## config.mk

```make
export PLATFORM = sky130hd
export DESIGN_NAME = xfer_ctl
export DESIGN_NICKNAME = d
export VERILOG_FILES = /design/src/xfer_ctl_pkg.sv /design/src/xfer_fifo.sv /design/src/xfer_ctl.sv
export SDC_FILE = /design/constraint.sdc
export NUM_CORES = 2
export LEC_CHECK = 0
export ABC_AREA = 1
export ABC_CLOCK_PERIOD_IN_PS = 7350
export BUFFER_PORTS_ARGS = -buffer_cell sky130_fd_sc_hd__buf_2
export CAP_MARGIN = 20
export CORE_ASPECT_RATIO = 1.4
export CORE_MARGIN = 4
export CORE_UTILIZATION = 30
export CTS_CLUSTER_DIAMETER = 40
export CTS_CLUSTER_SIZE = 20
export DETAILED_ROUTE_END_ITERATION = 12
export SYNTH_ARGS = -nofsm -noshare
export SYNTH_HDL_FRONTEND = slang
export SYNTH_HIERARCHICAL = 1
export SYNTH_SLANG_ARGS = --single-unit
```

## constraint.sdc

```tcl
create_clock -name clock -period 7.35 [get_ports clock]
set_clock_uncertainty 0.2 [all_clocks]
set_input_delay 1.1025 -clock clock [delete_from_list [all_inputs] [get_ports clock]]
set_output_delay 1.1025 -clock clock [all_outputs]
set_load 0.005 [all_outputs]
```

## src/xfer_ctl_pkg.sv

```systemverilog
// Package for the interrupt-activated transfer controller
package xfer_ctl_pkg;
    // Second mode byte field positions
    localparam int MB_CHAIN_EN   = 7;
    localparam int MB_CHAIN_SEL  = 6;
    localparam int MB_IRQ_EVERY  = 5;
    localparam int MB_AREA_SIDE  = 4;
    localparam int MB_DMODE_HI   = 3;
    localparam int MB_DMODE_LO   = 2;
    // First mode byte size field positions
    localparam int MA_SIZE_HI    = 5;
    localparam int MA_SIZE_LO    = 4;
    // Data size codes
    localparam logic [1:0] SIZE_BYTE = 2'h0;
    localparam logic [1:0] SIZE_WORD = 2'h1;
    localparam logic [1:0] SIZE_LONG = 2'h2;
    // Destination mode codes
    localparam logic [1:0] DMODE_INC = 2'h2;
    localparam logic [1:0] DMODE_DEC = 2'h3;
    // Descriptor word offsets in bytes
    localparam logic [31:0] DESC_W0   = 32'h0000_0000;
    localparam logic [31:0] DESC_W1   = 32'h0000_0004;
    localparam logic [31:0] DESC_W2   = 32'h0000_0008;
    localparam logic [31:0] DESC_W3   = 32'h0000_000C;
    localparam logic [31:0] DESC_SHORT_LEN = 32'h0000_000C;
    localparam logic [31:0] DESC_FULL_LEN  = 32'h0000_0010;
    localparam int FIFO_DEPTH = 16;

    typedef struct packed {
        logic        chain_enable;
        logic        chain_condition_select;
        logic        irq_every_transfer_select;
        logic        area_side_select;
        logic [1:0]  dest_mode;
        logic [1:0]  reserved;
    } transfer_mode_b_t;

    // Bus request carrier
    typedef struct packed {
        logic        write;
        logic [31:0] addr;
        logic [1:0]  size;
        logic [31:0] wdata;
    } bus_req_t;

    // Step of a pointer for a data size
    function automatic logic [31:0] size_step(input logic [1:0] sz);
        return (sz == SIZE_LONG) ? 32'h0000_0004 :
               (sz == SIZE_WORD) ? 32'h0000_0002 : 32'h0000_0001;
    endfunction

    // Sign fill from bit 23 in short address mode
    function automatic logic [31:0] eff_addr(input logic [31:0] p, input logic full);
        return full ? p : {{8{p[23]}}, p[23:0]};
    endfunction

    // Largest aligned piece that fits at address with bytes left
    function automatic logic [1:0] piece(input logic [1:0] a, input logic [2:0] left);
        if (a == 2'h0 && left >= 3'h4) return SIZE_LONG;
        if (a[0] == 1'b0 && left >= 3'h2) return SIZE_WORD;
        return SIZE_BYTE;
    endfunction
endpackage

```

## src/xfer_fifo.sv

```systemverilog
// Parameterised valid/ready FIFO for the request stream
`timescale 1ns/10ps
module xfer_fifo #(
    parameter int WIDTH = 67,
    parameter int DEPTH = 16
) (
    // Clock and reset
    input  wire logic             clock,
    input  wire logic             rst_n,
    // Fill side
    input  wire logic             in_valid,
    output logic                  in_ready,
    input  wire logic [WIDTH-1:0] in_data,
    // Drain side
    output logic                  out_valid,
    input  wire logic             out_ready,
    output logic [WIDTH-1:0]      out_data
);
    localparam int AW = $clog2(DEPTH);
    logic [WIDTH-1:0] mem [DEPTH];
    logic [AW-1:0]    wp_q;
    logic [AW-1:0]    rp_q;
    logic [AW:0]      cnt_q;
    wire              push = in_valid && in_ready;
    wire              pop  = out_valid && out_ready;

    // Honest full and empty from the occupancy count
    assign in_ready  = (cnt_q != (AW+1)'(DEPTH));
    assign out_valid = (cnt_q != '0);
    assign out_data  = mem[rp_q];

    // Storage array, no reset needed
    always_ff @(posedge clock) begin
        if (push) begin
            mem[wp_q] <= in_data;
        end
    end

    // Pointers and count
    always_ff @(posedge clock or negedge rst_n) begin
        if (!rst_n) begin
            wp_q  <= '0;
            rp_q  <= '0;
            cnt_q <= '0;
        end else begin
            if (push) wp_q <= wp_q + 1'b1;
            if (pop)  rp_q <= rp_q + 1'b1;
            cnt_q <= cnt_q + (AW+1)'(push) - (AW+1)'(pop);
        end
    end
endmodule // xfer_fifo

```

## src/xfer_ctl.sv

```systemverilog
// Descriptor-driven transfer engine: mode byte B, pointers, bus split
// Summary of operation
// Chain enable bit starts next descriptor
// Chain condition: always, or count zero
// Chained transfer skips count check, no clear
// Interrupt select one: irq every transfer
// Interrupt select zero: irq at count end
// Area side: 0 destination, 1 source (held in mode_b_q here, drives no logic or output)
// Dest mode 0X: fixed, writeback skipped
// Dest mode 10: increment by size
// Dest mode 11: decrement by size
// Software writes reserved low bits zero
// Full mode uses all 32 bits
// Short mode sign-fills source from bit 23
// Short mode sign-fills destination likewise
// Misaligned source read is split
// Misaligned destination write is split
// Mode and pointers live only in memory
// Size 00 byte, 01 word, 10 long
// Fetch descriptor, transfer, write back
// Descriptor three or four longwords
// Splits aligned, ascending, exact bytes
`timescale 1ns/10ps
module xfer_ctl
    import xfer_ctl_pkg::*;
(
    // Clock and reset
    input  wire logic        clock,
    input  wire logic        arst_n,
    // Activation and configuration
    input  wire logic        act_req,
    input  wire logic [31:0] desc_addr,
    input  wire logic        full_addr_mode,
    // Count state from the counter block
    input  wire logic        count_zero,
    // Memory bus, requests
    output xfer_ctl_pkg::bus_req_t bus_req,
    output logic             bus_valid,
    input  wire logic        bus_ready,
    // Memory bus, answers
    input  wire logic        bus_rvalid,
    input  wire logic [31:0] bus_rdata,
    // Outcome
    output logic             cpu_irq,
    output logic             clear_source,
    output logic             busy,
    output logic             size_error
);
    logic rs1_q, rst_n;
    // Reset release through two flops
    always_ff @(posedge clock or negedge arst_n) begin
        if (!arst_n) {rst_n, rs1_q} <= 2'b00;
        else         {rst_n, rs1_q} <= {rs1_q, 1'b1};
    end

    typedef enum logic [3:0] {
        ST_IDLE, ST_FETCH, ST_FWAIT, ST_RD, ST_RWAIT, ST_WR, ST_WB, ST_DONE
    } state_t;
    state_t           st_q;
    logic [31:0]      base_q;
    logic [1:0]       widx_q;
    logic [1:0]       drain_q;
    logic [7:0]       mode_a_q;
    transfer_mode_b_t mode_b_q;
    logic [31:0]      src_q, dst_q;
    logic [31:0]      data_q;
    logic [2:0]       left_q;
    logic [31:0]      off_q;
    logic             cpu_irq_q, clear_q, err_q;

    // Request fifo between engine and bus
    bus_req_t push_req;
    logic     push_valid, push_ready, fifo_empty_n;
    xfer_fifo #(.WIDTH($bits(bus_req_t)), .DEPTH(FIFO_DEPTH)) u_xfer_fifo (
        .clock     (clock),
        .rst_n     (rst_n),
        .in_valid  (push_valid),
        .in_ready  (push_ready),
        .in_data   (push_req),
        .out_valid (fifo_empty_n),
        .out_ready (bus_ready),
        .out_data  (bus_req)
    );
    assign bus_valid = fifo_empty_n;

    // Decoded descriptor fields
    wire [1:0]  dsize    = {mode_a_q[MA_SIZE_HI], mode_a_q[MA_SIZE_LO]};
    wire [2:0]  nbytes   = (dsize == SIZE_LONG) ? 3'h4 : (dsize == SIZE_WORD) ? 3'h2 : 3'h1;
    wire [31:0] step     = size_step(dsize);
    wire [2:0]  last_w   = full_addr_mode ? 3'h3 : 3'h2;
    // full width pointers / R12 source sign fill
    wire [31:0] src_eff  = eff_addr(src_q, full_addr_mode);
    // destination sign fill
    wire [31:0] dst_eff  = eff_addr(dst_q, full_addr_mode);
    wire        is_wr    = (st_q == ST_WR);
    wire [31:0] cur_addr = (is_wr ? dst_eff : src_eff) + off_q;
    // aligned ascending pieces
    wire [1:0]  pc_size  = piece(cur_addr[1:0], left_q);
    wire [2:0]  pc_bytes = (pc_size == SIZE_LONG) ? 3'h4 :
                           (pc_size == SIZE_WORD) ? 3'h2 : 3'h1;
    wire [4:0]  sh       = 5'(off_q[1:0]) << 3;
    wire [31:0] wr_piece = data_q >> sh;
    // chain condition / R1 chain enable
    wire        chain    = mode_b_q.chain_enable &&
                           (!mode_b_q.chain_condition_select || count_zero);
    // fixed destination
    wire        dst_fix  = !mode_b_q.dest_mode[1];
    // destination step
    wire [31:0] dst_next = (mode_b_q.dest_mode == DMODE_DEC) ? dst_q - step :
                           (mode_b_q.dest_mode == DMODE_INC) ? dst_q + step : dst_q;
    // Descriptor word index for writeback: 1 source, 2 destination
    wire [31:0] wb_word  = (widx_q == 2'h1) ? src_q : dst_next;
    wire [31:0] wb_off   = (widx_q == 2'h1) ? DESC_W1 : DESC_W2;

    // Request steering into the fifo
    always_comb begin
        push_valid = 1'b0;
        push_req   = '0;
        unique case (st_q)
            ST_FETCH: begin
                push_valid = 1'b1;
                push_req   = '{write: 1'b0, addr: base_q + off_q, size: SIZE_LONG, wdata: '0};
            end
            ST_RD: begin
                push_valid = 1'b1;
                push_req   = '{write: 1'b0, addr: cur_addr, size: pc_size, wdata: '0};
            end
            ST_WR: begin
                push_valid = 1'b1;
                push_req   = '{write: 1'b1, addr: cur_addr, size: pc_size, wdata: wr_piece};
            end
            ST_WB: begin
                push_valid = 1'b1;
                push_req   = '{write: 1'b1, addr: base_q + wb_off, size: SIZE_LONG,
                               wdata: wb_word};
            end
            default: ;
        endcase
    end

    // Sequencer
    always_ff @(posedge clock or negedge rst_n) begin
        if (!rst_n) begin
            st_q <= ST_IDLE;
            {base_q, off_q, src_q, dst_q, data_q} <= '0;
            {widx_q, drain_q, left_q, mode_a_q} <= '0;
            mode_b_q <= '0;
            {cpu_irq_q, clear_q, err_q} <= 3'b000;
        end else begin
            cpu_irq_q <= 1'b0;
            clear_q   <= 1'b0;
            unique case (st_q)
                ST_IDLE: if (act_req) begin
                    // start from descriptor address
                    base_q <= desc_addr;
                    off_q  <= '0;
                    widx_q <= '0;
                    st_q   <= ST_FETCH;
                end
                ST_FETCH: if (push_ready) st_q <= ST_FWAIT;
                ST_FWAIT: if (bus_rvalid) begin
                    // mode and pointers loaded only from memory
                    unique case (widx_q)
                        2'h0: {mode_a_q, mode_b_q} <= bus_rdata[31:16];
                        2'h1: src_q <= bus_rdata;
                        2'h2: dst_q <= bus_rdata;
                        default: ;
                    endcase
                    // three or four longwords
                    if (3'(widx_q) == last_w) begin
                        off_q  <= '0;
                        left_q <= nbytes;
                        data_q <= '0;
                        // size 11 is refused
                        if (dsize == 2'h3) begin
                            err_q <= 1'b1;
                            st_q  <= ST_IDLE;
                        end else st_q <= ST_RD;
                    end else begin
                        widx_q <= widx_q + 1'b1;
                        off_q  <= off_q + DESC_W1;
                        st_q   <= ST_FETCH;
                    end
                end
                ST_RD: if (push_ready) begin
                    drain_q <= pc_size;
                    st_q    <= ST_RWAIT;
                end
                ST_RWAIT: if (bus_rvalid) begin
                    data_q <= data_q | (bus_rdata << sh);
                    off_q  <= off_q + 32'(pc_bytes);
                    left_q <= left_q - pc_bytes;
                    if (left_q == pc_bytes) begin
                        off_q  <= '0;
                        left_q <= nbytes;
                        st_q   <= ST_WR;
                    end else st_q <= ST_RD;
                end
                ST_WR: if (push_ready) begin
                    off_q  <= off_q + 32'(pc_bytes);
                    left_q <= left_q - pc_bytes;
                    if (left_q == pc_bytes) begin
                        widx_q <= 2'h1;
                        st_q   <= ST_WB;
                    end
                end
                ST_WB: if (push_ready) begin
                    // skip destination writeback when fixed
                    if (widx_q == 2'h1 && !dst_fix) widx_q <= 2'h2;
                    else begin
                        if (!dst_fix) dst_q <= dst_next;
                        st_q <= ST_DONE;
                    end
                end
                ST_DONE: begin
                    // chain: no count check, no clearing
                    if (chain) begin
                        base_q <= base_q + (full_addr_mode ? DESC_FULL_LEN : DESC_SHORT_LEN);
                        off_q  <= '0;
                        widx_q <= '0;
                        st_q   <= ST_FETCH;
                    end else begin
                        // every transfer / R5 at count end
                        cpu_irq_q <= mode_b_q.irq_every_transfer_select || count_zero;
                        clear_q   <= mode_b_q.irq_every_transfer_select || count_zero;
                        st_q      <= ST_IDLE;
                    end
                end
                default: st_q <= ST_IDLE;
            endcase
        end
    end
    // area side is held in mode_b_q and drives no logic or output here
    // reserved bits are not interpreted

    assign cpu_irq      = cpu_irq_q;
    assign clear_source = clear_q;
    assign busy         = (st_q != ST_IDLE);
    assign size_error   = err_q;

    // irq only out of done state
    property p_irq_cause;
        @(posedge clock) disable iff (!rst_n)
        cpu_irq |-> $past(st_q == ST_DONE) && !$past(chain);
    endproperty
    a_irq_cause: assert property (p_irq_cause) else $error("irq without end");
    // no irq when count left and select zero
    property p_irq_count;
        @(posedge clock) disable iff (!rst_n)
        (st_q == ST_DONE && !chain && !mode_b_q.irq_every_transfer_select && !count_zero)
            |=> !cpu_irq;
    endproperty
    a_irq_count: assert property (p_irq_count) else $error("early irq");
    // chain does not clear source
    property p_chain_noclr;
        @(posedge clock) disable iff (!rst_n)
        (st_q == ST_DONE && chain) |=> !clear_source && st_q == ST_FETCH;
    endproperty
    a_chain_noclr: assert property (p_chain_noclr) else $error("chain cleared");
    // pieces aligned
    property p_aligned;
        @(posedge clock) disable iff (!rst_n)
        (push_valid && (st_q == ST_RD || st_q == ST_WR)) |->
            (push_req.size == SIZE_BYTE) || (push_req.size == SIZE_WORD && !push_req.addr[0])
            || (push_req.addr[1:0] == 2'h0);
    endproperty
    a_aligned: assert property (p_aligned) else $error("misaligned piece");
    // short mode source sign fill
    property p_short_src;
        @(posedge clock) disable iff (!rst_n)
        (!full_addr_mode && st_q == ST_RD) |->
            push_req.addr == {{8{src_q[23]}}, src_q[23:0]} + off_q;
    endproperty
    a_short_src: assert property (p_short_src) else $error("no sign fill");
    // full mode uses pointer unchanged
    property p_full;
        @(posedge clock) disable iff (!rst_n)
        (full_addr_mode && st_q == ST_WR) |-> push_req.addr == dst_q + off_q;
    endproperty
    a_full: assert property (p_full) else $error("full addr altered");
    // fixed destination keeps pointer
    property p_fixed;
        @(posedge clock) disable iff (!rst_n)
        (st_q == ST_WB && dst_fix) |=> $stable(dst_q);
    endproperty
    a_fixed: assert property (p_fixed) else $error("fixed dest moved");
    // increment by step
    property p_inc;
        @(posedge clock) disable iff (!rst_n)
        (st_q == ST_WB && push_ready && widx_q == 2'h2 && mode_b_q.dest_mode == DMODE_INC)
            |=> dst_q == $past(dst_q) + $past(step);
    endproperty
    a_inc: assert property (p_inc) else $error("bad increment");
    // decrement by step
    property p_dec;
        @(posedge clock) disable iff (!rst_n)
        (st_q == ST_WB && push_ready && widx_q == 2'h2 && mode_b_q.dest_mode == DMODE_DEC)
            |=> dst_q == $past(dst_q) - $past(step);
    endproperty
    a_dec: assert property (p_dec) else $error("bad decrement");

    c_chain: cover property (@(posedge clock) st_q == ST_DONE && chain);
    c_irq:   cover property (@(posedge clock) cpu_irq);
    c_split: cover property (@(posedge clock) st_q == ST_RWAIT ##1 st_q == ST_RD);
endmodule // xfer_ctl

```

==> results.yml <==
synth:
  ys_top_cells_by_count: "nand2_1, edfxtp_1, inv_1"
  syn-num-nets: 7383
  ys_seq_area_share_pct: 58.6
  syn_avg_cell_area_um2: 8.76
  ys_top_cells_by_area: "edfxtp_1, nand2_1, dfrtp_1"
  synth_edf_count: 1072
  ys_types: 63
  syn_inst: 7210
  synthFlopType: "edfxtp_1"
  yosys.area.top_type: "edfxtp_1"
  synth_most_common_cell: "nand2_1"
  synth_top_area_share_pct: 51.0
  yosysWarnings: 6
  async_reset_ff_share_pct: 15.2
  synth-seq-cells: 1264
  syn_area_um2: 63100
power_and_ir_drop:
  ir_drop_mv: 0.270
  switching_power_mw: 12.2
  total_power_mw: 28.2
  switching_share_pct: 43.4
  p_per_area_nw_per_um2: 395
  comb_power_share_pct: 40.1
  intPower_mw: 15.9
  clockPowerShare_pct: 22.4
  p_seq_share_pct: 37.5
  power_leakage_nw: 29.7
floorplan:
  rows: 199
  chipWidth_um: 396
  chipHeight_um: 551
  start_util_pct: 30.1
  coreArea_um2: 210000
  die_area_um2: 218000
  io_pins: 143
clock_tree:
  postCtsSetupBuffers: 0
  clock_latency_ns: 0.75
  clk_pin_slew_ns: 0.06
  cts_root_buf: "clkbuf_16"
  cts-htree-levels: 3
  cts.sinks: 1264
  cts_tree: "yes"
  numCtsBuffers: 113
  cts.path.max_buffers: 3
  hold_buffers: 1
  ctsResizeCount: 0
final_layout:
  regArea_um2: 37000
  nets: 7419
  multi_input_area_um2: 22200
  syn_to_final_growth_pct: 12.8
  drive_above_1_share_pct: 6.85
  fillerInstances: 21500
sta:
  drv_slew: 0
  post-route-period-util_pct: 72.6
  fin_setup_tns_ns: 0
  hold_viol: 0
  worst_pin_slew_ns: 1.13
  setup_viol: 0
  period_needed_ns: 5.34
  rsz0062_at_grt: "no"
  max_freq_mhz: 187
  slew_headroom_pct: 24.6
route:
  drtAntennaViolNets: 0
  vias: 49700
  initialDrtViolationCount: 4511
  first_pass_iters: 8
  wl_per_cell_um: 20.2
  routed_via_density: 4.88
  drc: 0
  wl_mm: 205
worst_setup_path:
  cp_max_fo: 201
  max_stage_delay_ns: 0.86
  crit_arrival_ns: 4.03
  start_kind: "flip-flop"
  crit_chain: "buf_12 > buf_4 > nand2_1 > nand3_1 > nand2_1 > nor2_1 > nand2_1 > nand2_1 > buf_2"
  cpMaxStageDelayCell: "dfrtp_4"
  crit_type: "flip-flop to output pin"
  worstPathRequired_ns: 6.05
  endpoint_kind: "output pin"
  cpMostUsedCell: "nand2_1"
global_routing:
  antenna_found_initial: 30
  grt_max_degree: 202
  grt_pass1_vias: 47500
  grt_overflow: 0
  grt_pass1_wl_mm: 303
  track_usage_pct: 18.3
min_path:
  hold_class: "flip-flop to flip-flop"
placed_design:
  port_buffers: 142
  dpl.hpwl_mm: 129
  gp_congestion: 0.972
run_status:
  outcome: "finished clean"
job:
  cap_violations: 0
-- power groups by stage --
| stage | clock (mW) | combinational, mW | sequential, mW |
|---|---|---|---|
| final | 6.31 | 11.3 | 10.6 |
| after CTS | 6.43 | 11.4 | 10.5 |
| after global placement | 0 | 11.2 | 10.7 |
| after floorplan | 0 | 7.10 | 10.2 |
| after global routing | 6.70 | 12.6 | 10.6 |
| after detailed placement | 0 | 11.3 | 10.7 |
-- worst max-delay path: cells and delay by family (launching register included) --
family | cells | cell delay, ns
flip-flops | 1 | 0.86
AND/OR/NAND/NOR | 6 | 0.59
buffers and inverters | 3 | 1.58
-- cell usage in the layout (no fill, tap or decap), types with 24 or more instances in the layout --
cell type / netlist / final
nand4_1: 41 / 41
clkbuf_16: 0 / 114
o211ai_1: 24 / 24
nand3_1: 603 / 601
dfrtp_1: 192 / 187
nor3_1: 37 / 37
edfxtp_1: 1072 / 1072
buf_2: 108 / 143
nand2_1: 2597 / 2596
buf_4: 7 / 58
inv_6: 0 / 24
nor2_1: 694 / 676
inv_1: 711 / 710
xor2_1: 38 / 38
o21a_1: 35 / 35
a21oi_1: 203 / 203
o21ai_0: 356 / 346
ha_1: 94 / 94
-- kinds of logic (layout without fill, tap and decap cells) --
family	Yosys count	in the layout	share of synthesized area, %
and+or+nand+nor	4038	4038	25.8
DFF	1264	1264	58.6
buffers and inverters	1034	1170	6.42
AOI/OAI and AO/OA	708	708	6.16
adders and majority gates	102	102	2.12
xor gates and xnor gates	60	60	0.832
muxes	3	3	0.0515
other	1	19	0.00594
-- state kept, by name (all words and copies together) (netlist names), 5 cells and up --
signal             flops
base_q                32
u_xfer_fifo/cnt_q      5
off_q                 32
u_xfer_fifo/mem     1072
src_q                 32
dst_q                 32
mode_b_q               5
data_q                32
-- final timing paths --
kind | from | endpoint | slack [ns] | cells past startpoint
setup / recovery | u_xfer_fifo/rp_q[0]$_DFFE_PN0P_ | bus_req[14] | 2.01 | 9
hold / removal | rs1_q$_DFF_PN0_ | rst_n$_DFF_PN0_ | 0.15 | 0
setup reg to reg | st_q[0]$_DFFE_PN0P_ | u_xfer_fifo/mem[8][48]$_DFFE_PP_ | 2.05 | 14
hold reg to reg | rs1_q$_DFF_PN0_ | rst_n$_DFF_PN0_ | 0.15 | 0
max in group asynchronous | rst_n$_DFF_PN0_ | u_xfer_fifo/rp_q[3]$_DFFE_PN0P_ | 5.25 | 1
min in group asynchronous | rst_n$_DFF_PN0_ | src_q[19]$_DFFE_PN0P_ | 0.18 | 0
-- through the flow --
step	hold slack (ns)	cell area (um^2)	utilization, %	instances	worst slack, ns
floorplan	0.131	63100	-	7210	1.40
detailed placement	0.141	67100	32.0	9936	2.19
global placement	0.137	67100	32.0	9932	2.29
global route	0.164	71200	34.0	10200	1.67
finish	0.150	71300	34.0	10200	2.01
CTS	0.154	71100	33.9	10200	1.97
-- per-layer routing --
| metal | routed length [um] | GRT usage [%] | vias to the layer above |
|---|---|---|---|
| met5 | 138 | 0 | - |
| met4 | 10200 | 8.18 | 24 |
| met3 | 11700 | 2.42 | 405 |
| met2 | 101000 | 32.2 | 1656 |
| met1 | 82400 | 22.3 | 23900 |
| li1 | - | - | 23700 |
-- final cells by class --
| cell class | instances | share of cell area (%) |
|---|---|---|
| well taps | 2814 | 4.94 |
| flip-flops and latches | 1264 | 51.9 |
| multi-input cells | 4912 | 31.2 |
| inverters | 728 | 3.88 |
| repair buffers | 227 | 2.33 |
| diodes | 18 | 0.0632 |
| clock inverters | 93 | 1.58 |
| clock buffers | 122 | 4.05 |
Power figures use the tool's default switching activity.
